--- config.mk ---
export PLATFORM = sky130hd
export DESIGN_NAME = ccf_top
export DESIGN_NICKNAME = d
export VERILOG_FILES = /design/src/ccf_pkg.sv /design/src/ccf_cond_eval.sv /design/src/ccf_flag_update.sv /design/src/ccf_top.sv
export SDC_FILE = /design/constraint.sdc
export NUM_CORES = 1
export LEC_CHECK = 0
export BUFFER_PORTS_ARGS = -buffer_cell sky130_fd_sc_hd__buf_2
export CAP_MARGIN = 5
export CORE_MARGIN = 2
export CORE_UTILIZATION = 42
export DETAILED_ROUTE_END_ITERATION = 10
export GPL_TIMING_DRIVEN = 0
export HOLD_SLACK_MARGIN = 0.15
export PLACE_DENSITY = 0.86
export SYNTH_ARGS = -nofsm -noshare
export SYNTH_HDL_FRONTEND = slang
export SYNTH_SLANG_ARGS = --single-unit
export TNS_END_PERCENT = 10
--- constraint.sdc ---
create_clock -name clk_sys_i -period 4.23 [get_ports clk_sys_i]
set_input_delay 0.846 -clock clk_sys_i [delete_from_list [all_inputs] [get_ports clk_sys_i]]
set_output_delay 0.846 -clock clk_sys_i [all_outputs]
set_load 0.005 [all_outputs]
--- src/ccf_pkg.sv ---
// package for the condition flag block: register map, flag fields, codes
// assumes a single 100 MHz clock and an avalon-mm byte-addressed slave
package ccf_pkg;
    // byte address of the flag register (control register 252)
    localparam logic [7:0] CCF_FLAG_OFS = 8'hfc;
    // status/id register of the block
    localparam logic [7:0] CCF_STAT_OFS = 8'hf0;
    // flag bit positions inside the flag register
    localparam int CCF_BIT_C = 7;
    localparam int CCF_BIT_Z = 6;
    localparam int CCF_BIT_S = 5;
    localparam int CCF_BIT_V = 4;
    localparam int CCF_BIT_D = 3;
    localparam int CCF_BIT_H = 2;
    // reset value of the flag register
    localparam logic [7:0] CCF_FLAG_RST = 8'h00;
    // implemented flag bits; bits 1:0 hold user bits without meaning here
    localparam logic [7:0] CCF_FLAG_MASK = 8'hff;
    // per-flag update modes requested by the sequencer
    localparam logic [2:0] CCF_UPD_KEEP = 3'h0;
    localparam logic [2:0] CCF_UPD_CLR = 3'h1;
    localparam logic [2:0] CCF_UPD_SET = 3'h2;
    localparam logic [2:0] CCF_UPD_CALC = 3'h3;
    localparam logic [2:0] CCF_UPD_UNDEF = 3'h4;
    // condition field encodings
    localparam logic [3:0] CCF_CC_NEVER = 4'h0;
    localparam logic [3:0] CCF_CC_LT = 4'h1;
    localparam logic [3:0] CCF_CC_LE = 4'h2;
    localparam logic [3:0] CCF_CC_UNSIGNED_AT_MOST = 4'h3;
    localparam logic [3:0] CCF_CC_OV = 4'h4;
    localparam logic [3:0] CCF_CC_MI = 4'h5;
    localparam logic [3:0] CCF_CC_EQ = 4'h6;
    localparam logic [3:0] CCF_CC_UNSIGNED_BELOW = 4'h7;
    localparam logic [3:0] CCF_CC_ALWAYS = 4'h8;
    localparam logic [3:0] CCF_CC_GE = 4'h9;
    localparam logic [3:0] CCF_CC_GT = 4'ha;
    localparam logic [3:0] CCF_CC_UNSIGNED_ABOVE = 4'hb;
    localparam logic [3:0] CCF_CC_NO_SIGNED_WRAP = 4'hc;
    localparam logic [3:0] CCF_CC_PL = 4'hd;
    localparam logic [3:0] CCF_CC_NE = 4'he;
    localparam logic [3:0] CCF_CC_UNSIGNED_NOT_BELOW = 4'hf;
    // bus slave states
    typedef enum logic [2:0]
    {
        CCF_BUS_IDLE = 3'b001,
        CCF_BUS_ACK = 3'b010,
        CCF_BUS_HOLD = 3'b100
    } ccf_bus_state_t;
endpackage

--- src/ccf_cond_eval.sv ---
// combinational condition decoder: 4-bit field and flags to a decision
// assumes flags come straight from the flag register
`timescale 1ns/1ps
module ccf_cond_eval
    import ccf_pkg::*;
(
    input wire logic [3:0] cc_i, // condition field
    input wire logic flag_c_i, // carry
    input wire logic flag_z_i, // zero
    input wire logic flag_s_i, // sign
    input wire logic flag_v_i, // overflow
    output logic taken_o // branch decision
);
    // signed-less term shared by several codes
    wire logic s_xor_v = flag_s_i ^ flag_v_i;
    wire logic le_term = flag_z_i | s_xor_v;
    wire logic at_most_term = flag_c_i | flag_z_i;
    // decode of the field
    always_comb
    begin
        case (cc_i)
            CCF_CC_NEVER: taken_o = 1'b0;
            CCF_CC_ALWAYS: taken_o = 1'b1;
            CCF_CC_UNSIGNED_BELOW: taken_o = flag_c_i;
            CCF_CC_UNSIGNED_NOT_BELOW: taken_o = ~flag_c_i;
            CCF_CC_EQ: taken_o = flag_z_i;
            CCF_CC_NE: taken_o = ~flag_z_i;
            CCF_CC_PL: taken_o = ~flag_s_i;
            CCF_CC_MI: taken_o = flag_s_i;
            CCF_CC_OV: taken_o = flag_v_i;
            CCF_CC_NO_SIGNED_WRAP: taken_o = ~flag_v_i;
            CCF_CC_GE: taken_o = ~s_xor_v;
            CCF_CC_LT: taken_o = s_xor_v;
            CCF_CC_GT: taken_o = ~le_term;
            CCF_CC_LE: taken_o = le_term;
            CCF_CC_UNSIGNED_ABOVE: taken_o = ~at_most_term;
            CCF_CC_UNSIGNED_AT_MOST: taken_o = at_most_term;
            default: taken_o = 1'b0;
        endcase
    end
endmodule

--- src/ccf_flag_update.sv ---
// per-flag next-value logic: keep, clear, set, compute or undefined
// assumes the sequencer supplies a 3-bit mode and a computed bit per flag
`timescale 1ns/1ps
module ccf_flag_update
    import ccf_pkg::*;
#(
    parameter int NFLAG = 6 // number of condition flags
)
(
    input wire logic [NFLAG-1:0] cur_i, // stored flags
    input wire logic [3*NFLAG-1:0] mode_i, // packed update modes
    input wire logic [NFLAG-1:0] calc_i, // alu computed values
    output logic [NFLAG-1:0] next_o // next flag values
);
    genvar gi;
    // one selector per flag
    generate
        for (gi = 0; gi < NFLAG; gi++)
        begin : g_flag
            wire logic [2:0] m = mode_i[3*gi +: 3];
            // undefined keeps the old value, which is one legal outcome
            assign next_o[gi] = (m == CCF_UPD_CLR) ? 1'b0 :
                (m == CCF_UPD_SET) ? 1'b1 :
                (m == CCF_UPD_CALC) ? calc_i[gi] :
                cur_i[gi];
        end
    endgenerate
endmodule

--- src/ccf_top.sv ---
// condition flag register with avalon-mm access and branch decision
// assumes sequencer and alu on clk_sys_i, synchronous reset, and one
// bus master obeying waitrequest
//
// Design decision made here: the Avalon-MM register port.
`timescale 1ns/1ps
// Function
// - six flags held in register 252
// - software reads and writes the flag register
// - per-instruction flag clear/set/compute/keep/undefined
// - field 0111 true when carry set
// - field 1111 true when carry clear
// - 0110 zero set, 1110 zero clear
// - 1101 sign clear, 0101 sign set
// - 0100 overflow set, 1100 overflow clear
// - 1001 S xor V clear, 0001 set
// - 1010 Z or (S xor V) clear, 0010 set
// - 1011 C,Z clear; 0011 C or Z
module ccf_top
    import ccf_pkg::*;
#(
    parameter int AW = 8 // avalon byte address width
)
(
    input wire logic clk_sys_i, // 100 MHz system clock
    input wire logic rst_i, // synchronous reset, active high
    input wire logic ce_i, // clock enable, freezes all state when low
    // avalon-mm slave
    input wire logic [AW-1:0] avs_address_i, // byte address
    input wire logic avs_read_i, // read request
    input wire logic avs_write_i, // write request
    input wire logic [31:0] avs_writedata_i, // write data
    input wire logic [3:0] avs_byteenable_i, // byte lanes
    output logic [31:0] avs_readdata_o, // read data
    output logic avs_waitrequest_o, // stall
    output logic [1:0] avs_response_o, // 00 okay, 10 slave error
    // sequencer / alu side
    input wire logic upd_valid_i, // apply flag update this cycle
    input wire logic [17:0] upd_mode_i, // 3 bits per flag C,Z,S,V,D,H
    input wire logic [5:0] upd_calc_i, // computed flag values C..H
    input wire logic [3:0] cc_i, // condition field of the branch
    output logic cc_true_o, // branch decision
    output logic [7:0] flags_o // current flag register
);
    import ccf_pkg::*;

    // flag register storage
    logic [7:0] flag_reg;
    // bus state and registered read data
    ccf_bus_state_t bus_state;
    ccf_bus_state_t next_bus_state;
    logic [31:0] rdata;
    logic [1:0] resp;

    // decodes
    wire logic req = avs_read_i | avs_write_i;
    wire logic hit_flag = (avs_address_i == AW'(CCF_FLAG_OFS));
    wire logic hit_stat = (avs_address_i == AW'(CCF_STAT_OFS));
    wire logic hit_any = hit_flag | hit_stat;
    // word chosen at acceptance; only lane 0 carries flags
    wire logic [31:0] rd_word = hit_flag ? {24'h00_0000, flag_reg} : 32'h0000_0000;
    // unmapped places answer a slave error
    wire logic [1:0] rsp_code = hit_any ? 2'h0 : 2'h2;
    wire logic accept = ce_i & (bus_state == CCF_BUS_IDLE) & req;
    wire logic wr_flag = accept & avs_write_i & hit_flag & avs_byteenable_i[0];
    wire logic [5:0] cur6 = flag_reg[7:2];
    wire logic [5:0] upd6;
    wire logic [7:0] flag_after_upd = {upd6, flag_reg[1:0]};
    wire logic [7:0] next_flag = wr_flag ? (avs_writedata_i[7:0] & CCF_FLAG_MASK)
        : (upd_valid_i ? flag_after_upd : flag_reg);

    // per-flag update selectors
    ccf_flag_update #(.NFLAG(6)) u_upd
    (
        .cur_i(cur6),
        .mode_i(upd_mode_i),
        .calc_i(upd_calc_i),
        .next_o(upd6)
    );

    // branch decision from the stored flags
    ccf_cond_eval u_eval
    (
        .cc_i(cc_i),
        .flag_c_i(flag_reg[CCF_BIT_C]),
        .flag_z_i(flag_reg[CCF_BIT_Z]),
        .flag_s_i(flag_reg[CCF_BIT_S]),
        .flag_v_i(flag_reg[CCF_BIT_V]),
        .taken_o(cc_true_o)
    );

    // flag register; software write beats an alu update in the same cycle
    always_ff @(posedge clk_sys_i)
    begin
        if (rst_i)
            flag_reg <= CCF_FLAG_RST;
        else if (ce_i)
            flag_reg <= next_flag;
    end

    // bus state sequencing: accept, answer, then one hold cycle
    always_comb
    begin
        case (bus_state)
            CCF_BUS_IDLE: next_bus_state = accept ? CCF_BUS_ACK : CCF_BUS_IDLE;
            CCF_BUS_ACK: next_bus_state = CCF_BUS_HOLD;
            CCF_BUS_HOLD: next_bus_state = CCF_BUS_IDLE;
            default: next_bus_state = CCF_BUS_IDLE;
        endcase
    end

    // state register
    always_ff @(posedge clk_sys_i)
    begin
        if (rst_i)
            bus_state <= CCF_BUS_IDLE;
        else if (ce_i)
            bus_state <= next_bus_state;
    end

    // read data captured at acceptance; unmapped answers slave error
    always_ff @(posedge clk_sys_i)
    begin
        if (rst_i)
        begin
            rdata <= 32'h0000_0000;
            resp <= 2'h0;
        end
        else if (accept)
        begin
            rdata <= rd_word;
            resp <= rsp_code;
        end
    end

    // waitrequest low only in the answer cycle
    assign avs_waitrequest_o = (bus_state != CCF_BUS_ACK);
    assign avs_readdata_o = rdata;
    assign avs_response_o = resp;
    assign flags_o = flag_reg;

    // checks

    // an accepted flag write lands at its own edge
    AST_WR_FLAG: assert property (@(posedge clk_sys_i) disable iff (rst_i)
        wr_flag |=> flag_reg == $past(avs_writedata_i[7:0]))
        else $error("flag write not stored");

    // read data stand in the answer cycle
    AST_READ_FLAG: assert property (@(posedge clk_sys_i) disable iff (rst_i)
        (accept && avs_read_i && hit_flag) |=> (avs_readdata_o[7:0] == $past(flag_reg)
        && !avs_waitrequest_o))
        else $error("flag read wrong");

    // clear mode on carry
    AST_UPD_CLR: assert property (@(posedge clk_sys_i) disable iff (rst_i)
        (ce_i && upd_valid_i && !wr_flag && upd_mode_i[17:15] == CCF_UPD_CLR)
        |=> !flag_reg[CCF_BIT_C])
        else $error("carry clear failed");

    // keep mode on zero
    AST_UPD_KEEP: assert property (@(posedge clk_sys_i) disable iff (rst_i)
        (ce_i && upd_valid_i && !wr_flag && upd_mode_i[14:12] == CCF_UPD_KEEP)
        |=> $stable(flag_reg[CCF_BIT_Z]))
        else $error("zero flag changed on keep");

    // carry set test
    AST_CC_CARRY: assert property (@(posedge clk_sys_i) disable iff (rst_i)
        (cc_i == CCF_CC_UNSIGNED_BELOW) |-> cc_true_o == flag_reg[CCF_BIT_C])
        else $error("carry test wrong");

    // carry clear test
    AST_CC_NOCARRY: assert property (@(posedge clk_sys_i) disable iff (rst_i)
        (cc_i == CCF_CC_UNSIGNED_NOT_BELOW) |-> cc_true_o != flag_reg[CCF_BIT_C])
        else $error("no-carry test wrong");

    // zero tests, bit 3 inverts
    AST_CC_ZERO: assert property (@(posedge clk_sys_i) disable iff (rst_i)
        (cc_i == CCF_CC_EQ || cc_i == CCF_CC_NE)
        |-> cc_true_o == (flag_reg[CCF_BIT_Z] ^ cc_i[3]))
        else $error("zero test wrong");

    // sign tests
    AST_CC_SIGN: assert property (@(posedge clk_sys_i) disable iff (rst_i)
        (cc_i == CCF_CC_MI || cc_i == CCF_CC_PL)
        |-> cc_true_o == (flag_reg[CCF_BIT_S] ^ cc_i[3]))
        else $error("sign test wrong");

    // overflow tests
    AST_CC_OVF: assert property (@(posedge clk_sys_i) disable iff (rst_i)
        (cc_i == CCF_CC_OV || cc_i == CCF_CC_NO_SIGNED_WRAP)
        |-> cc_true_o == (flag_reg[CCF_BIT_V] ^ cc_i[3]))
        else $error("overflow test wrong");

    // signed less and greater-or-equal
    AST_CC_LT: assert property (@(posedge clk_sys_i) disable iff (rst_i)
        (cc_i == CCF_CC_LT || cc_i == CCF_CC_GE)
        |-> cc_true_o == (flag_reg[CCF_BIT_S] ^ flag_reg[CCF_BIT_V] ^ cc_i[3]))
        else $error("signed less test wrong");

    // signed less-or-equal and greater
    AST_CC_LE: assert property (@(posedge clk_sys_i) disable iff (rst_i)
        (cc_i == CCF_CC_LE || cc_i == CCF_CC_GT) |-> cc_true_o ==
        ((flag_reg[CCF_BIT_Z] | (flag_reg[CCF_BIT_S] ^ flag_reg[CCF_BIT_V])) ^ cc_i[3]))
        else $error("signed le test wrong");

    // unsigned at-most and above
    AST_CC_ULE: assert property (@(posedge clk_sys_i) disable iff (rst_i)
        (cc_i == CCF_CC_UNSIGNED_AT_MOST || cc_i == CCF_CC_UNSIGNED_ABOVE)
        |-> cc_true_o == ((flag_reg[CCF_BIT_C] | flag_reg[CCF_BIT_Z]) ^ cc_i[3]))
        else $error("unsigned test wrong");

    // always and never
    AST_CC_CONST: assert property (@(posedge clk_sys_i) disable iff (rst_i)
        (cc_i == CCF_CC_ALWAYS || cc_i == CCF_CC_NEVER) |-> cc_true_o == cc_i[3])
        else $error("constant test wrong");

    // answer one cycle after acceptance, then a hold cycle
    AST_BUS_LAT: assert property (@(posedge clk_sys_i) disable iff (rst_i)
        (accept && ce_i) |=> !avs_waitrequest_o ##1 avs_waitrequest_o)
        else $error("bus answer latency wrong");


    // flags frozen while the clock enable is low
    AST_CE_FREEZE: assert property (@(posedge clk_sys_i) disable iff (rst_i)
        !ce_i
        |=> $stable(flags_o))
        else $error("flags moved with clock enable low");

    // reset leaves zero flags, a stalled bus and cleared answers
    AST_RST_STATE: assert property (@(posedge clk_sys_i)
        rst_i
        |=> (flags_o == CCF_FLAG_RST) && avs_waitrequest_o
        && (avs_readdata_o == 32'h0000_0000) && (avs_response_o == 2'h0))
        else $error("reset state wrong");

    // a write with lane 0 off leaves the flags alone
    AST_LANE_OFF: assert property (@(posedge clk_sys_i) disable iff (rst_i)
        (accept && avs_write_i && hit_flag && !avs_byteenable_i[0] && !upd_valid_i)
        |=> $stable(flags_o))
        else $error("flags changed by a write with lane 0 off");

    // unmapped places answer a slave error and read zero
    AST_UNMAPPED: assert property (@(posedge clk_sys_i) disable iff (rst_i)
        (accept && !hit_any)
        |=> (avs_response_o == 2'h2) && (avs_readdata_o == 32'h0000_0000))
        else $error("unmapped answer wrong");

    // status place answers okay and reads zero
    AST_STAT_READ: assert property (@(posedge clk_sys_i) disable iff (rst_i)
        (accept && hit_stat)
        |=> (avs_response_o == 2'h0) && (avs_readdata_o == 32'h0000_0000))
        else $error("status read wrong");

    // software write wins over an alu update in the same cycle
    AST_SW_WINS: assert property (@(posedge clk_sys_i) disable iff (rst_i)
        (wr_flag && upd_valid_i)
        |=> flags_o == $past(avs_writedata_i[7:0]))
        else $error("alu update beat a software write");

    // set mode on carry
    AST_UPD_SET: assert property (@(posedge clk_sys_i) disable iff (rst_i)
        (ce_i && upd_valid_i && !wr_flag && upd_mode_i[17:15] == CCF_UPD_SET)
        |=> flags_o[CCF_BIT_C])
        else $error("carry set failed");

    // compute mode on sign takes the alu bit
    AST_UPD_CALC: assert property (@(posedge clk_sys_i) disable iff (rst_i)
        (ce_i && upd_valid_i && !wr_flag && upd_mode_i[11:9] == CCF_UPD_CALC)
        |=> flags_o[CCF_BIT_S] == $past(upd_calc_i[3]))
        else $error("sign compute failed");

    // read data and response stand until the next acceptance
    AST_RD_STANDS: assert property (@(posedge clk_sys_i) disable iff (rst_i)
        !accept
        |=> $stable(avs_readdata_o) && $stable(avs_response_o))
        else $error("bus answer changed without a request");

    // waitrequest low for one cycle only
    AST_WAIT_ONE: assert property (@(posedge clk_sys_i) disable iff (rst_i)
        (!avs_waitrequest_o && ce_i)
        |=> avs_waitrequest_o)
        else $error("waitrequest low too long");

    // main scenarios
    COV_WRITE: cover property (@(posedge clk_sys_i) disable iff (rst_i) wr_flag);
    COV_READ: cover property (@(posedge clk_sys_i) disable iff (rst_i)
        accept && avs_read_i && hit_flag);
    COV_UPD: cover property (@(posedge clk_sys_i) disable iff (rst_i)
        ce_i && upd_valid_i);
    COV_TAKEN: cover property (@(posedge clk_sys_i) disable iff (rst_i)
        cc_true_o && cc_i == CCF_CC_GT);
    COV_CE_LOW: cover property (@(posedge clk_sys_i) disable iff (rst_i)
        !ce_i && upd_valid_i);
endmodule

==> impl_metrics.yaml <==
drt:
  viasPerCell: 4.93
  routedWlPerCell_um: 11.6
  vias: 1524
  drt-total-wl_mm: 3.59
  route.detailed.drc: 0
  dr.pass1.iters: 4
  ant_nets: 0
  drtIter0Drc: 58
cells_and_area:
  postLayoutCoreUtil_pct: 60.0
  diodes: 0
  nets: 342
  nFillCells: 307
  layout-drive-gt1-share_pct: 43.3
  layout-area-overhead-vs-synth_pct: 37.0
synth:
  synth_top_cell_area_share_pct: 27.4
  async_reset_ff_share_pct: 0
  synth_edf_count: 0
  yosysMostFrequentCell: "buf_4"
  synthFlopType: "dfxtp_1"
  yosys_register_bits: 20
  avgSynthCellArea_um2: 8.74
  syn_area_um2: 1460
  synth_xor_area_share_pct: 0.600
  synth-simple-area-share_pct: 24.3
  yosys_warnings: 0
  syn_inst: 167
  ys_types: 42
  synth_fa_ha_area_share_pct: 0
  synthTopCellsByArea: "dfxtp_1 27%, buf_4 15%, a22o_1 4.8%, mux2i_1 4.8%, a311oi_1 3.6%"
  synth_top_family_by_area: "simple AND/OR/NAND/NOR gates"
  yosysSeqAreaShare_pct: 27.4
  synth-compound-area-share_pct: 22.1
  synth_top_area_cell: "dfxtp_1"
  synthMuxAreaShare_pct: 4.80
  synth_common_cells: "30 x buf_4, 20 x dfxtp_1, 10 x nand2_1, 9 x a21oi_1, 8 x a22o_1"
worst_setup_path:
  crit_start: "cc_i[2]"
  worstSetupEndpointType: "primary output"
  path_depth: 6
  critical_path.most_common_cell: "buf_2"
  critPathCapture: "cc_true_o"
  cp_max_fo: 6
  r2r_start: "bus_state[1]"
  critPathMaxStageDelay_ps: 350
  crit_arrival_ps: 2110
  reg2reg_slack_ps: 2730
  crit_type: "input pin to primary output"
  required_ps: 3380
  path_buf_inv: 2
  critPathSlowestCell: "a2111oi_2"
  critPathLaunchType: "input pin"
  crit_chain: "buf_2, nand2b_1, a221oi_1, a31oi_1, a2111oi_2, buf_2"
  reg2reg_depth: 5
  cpLargestDelayFamily: "compound AO/OA/AOI/OAI gates"
  r2r-end: "avs_readdata_o[3]"
clock_network:
  ctsResizeCount: 0
  clk_latency_ps: 300
  path_clk_slew_ps: 110
  h-tree-depth: 1
  clock_sinks: 20
  numCtsBuffers: 3
  root_buffer: "clkbuf_4"
  post_cts_buffers: 0
  cts_hold_buf: 0
  tritoncts: "yes"
  cts_buffer_depth: 2
power_and_ir_drop:
  ir_drop_v: 0.000149
  p_leak_nw: 1.03
  power.total_mw: 0.461
  power_density_nw_per_um2: 231
placed_design:
  gp_congestion: 0.826
  dp_slack_ps: 1290
  dp.final_hpwl_mm: 3.00
  port_buffers: 68
sta:
  holdWs_ps: 485
  layout_setup_ws_ps: 1280
  setup_violations: 0
  timing.final.crit_share_pct: 69.8
  fmax_mhz: 339
  rsz0062_at_grt: "false"
  setup-tns-final_ps: 0
  skew_ps: 3.20
  slew_violations: 0
  fin_crit_ps: 2950
  finalHoldViolCount: 0
worst_hold_path:
  hp-start: "avs_readdata_o[0]"
  min_path_type: "flop to flop"
floorplan:
  initial_core_util_pct: 43.8
  core_area_um2: 3340
  rows: 21
  fp.dieW_um: 63.0
  ios: 122
  dieArea_um2: 3960
  die_y_um: 63.0
status:
  run_status: "finished, final reports clean"
job:
  maxCapViolations: 0
grt:
  grt_max_degree: 13
  antenna_found_initial: 0
  grt_pass1_wl_mm: 5.61
  grt_pass1_vias: 1323
  track_usage_pct: 17.5
  gr-total-overflow: 0
worst reg2reg max path, stage by stage, from the launching register on:
cell      delay [ps]
dfxtp_1          350
and4bb_1         320
o21ai_2          130
nor2b_1          150
clkbuf_1         180
a22o_1           270
flip-flops by register name (all words and copies together), names as in the netlist:
name            cells
avs_response_o      1
bus_state           3
avs_readdata_o      8
flags_o             8
layout by cell type (no fill, tap or decap), types with 3 or more instances in the layout:
cell      count
a311oi_1      6
clkbuf_1      3
nor2_1        4
clkbuf_4      3
nand4b_1      6
nand3_1       3
a21oi_1       9
buf_4        30
a31oi_1       3
nor2b_1       6
buf_2        72
a22o_1        8
conb_1       25
dfxtp_1      20
nand2_1      10
and3b_1       6
a32oi_1       6
mux2i_1       7
inv_1         7
cells by family (layout without fill, tap and decap cells):
| logic type | count (synthesis) | after routing |
|---|---|---|
| and+or+nand+nor | 50 | 50 |
| buffers and inverters | 46 | 118 |
| AOI/OAI and AO/OA | 42 | 42 |
| DFF | 20 | 20 |
| muxes | 7 | 7 |
| other | 1 | 25 |
| xor gates and xnor gates | 1 | 1 |
layer usage:
metal / part of all wire [%] / up-vias / wire length [µm] / GRT usage (%)
met5: 0 / - / 0 / 0
met4: 2.3 / 0 / 83 / 6.67
met3: 8.3 / 8 / 298 / 3.78
met2: 48 / 75 / 1710 / 30.6
met1: 42 / 678 / 1500 / 20.6
li1: - / 763 / - / -
where the power goes:
| group | internal [mW] | switching (mW) | leakage (nW) |
|---|---|---|---|
| Clock | 0.0958 | 0.0599 | 0.0279 |
| Sequential | 0.193 | 0.00424 | 0.162 |
| Combinational | 0.0573 | 0.0512 | 0.835 |
| Total | 0.346 | 0.115 | 1.03 |
stage by stage:
stage,cell area (µm²),instances
after floorplan,1550,191
after global placement,1950,305
after detailed placement,1950,305
after CTS,2000,309
after global routing,2000,309
final,2000,309
area by class of cell:
type | count | area [µm²] | area share [%]
plain buffers | 39 | 273 | 13.6
clock buffers | 3 | 22.5 | 1.13
clock inverters | 1 | 30.0 | 1.50
inverters | 7 | 26.3 | 1.31
multi-input cells | 125 | 851 | 42.5
flip-flops and latches | 20 | 400 | 20.0
well taps | 46 | 57.6 | 2.88
repair buffers | 68 | 340 | 17.0
worst min-delay path by stage:
stage	to	slack, ps	cells after the start
floorplan	bus_state[1]	470	2
global placement	avs_readdata_o[0]	460	1
detailed placement	avs_readdata_o[7]	460	1
CTS	avs_readdata_o[7]	490	1
global route	avs_readdata_o[0]	510	1
finish	avs_readdata_o[0]	480	1
Power figures use the tool's default switching activity.
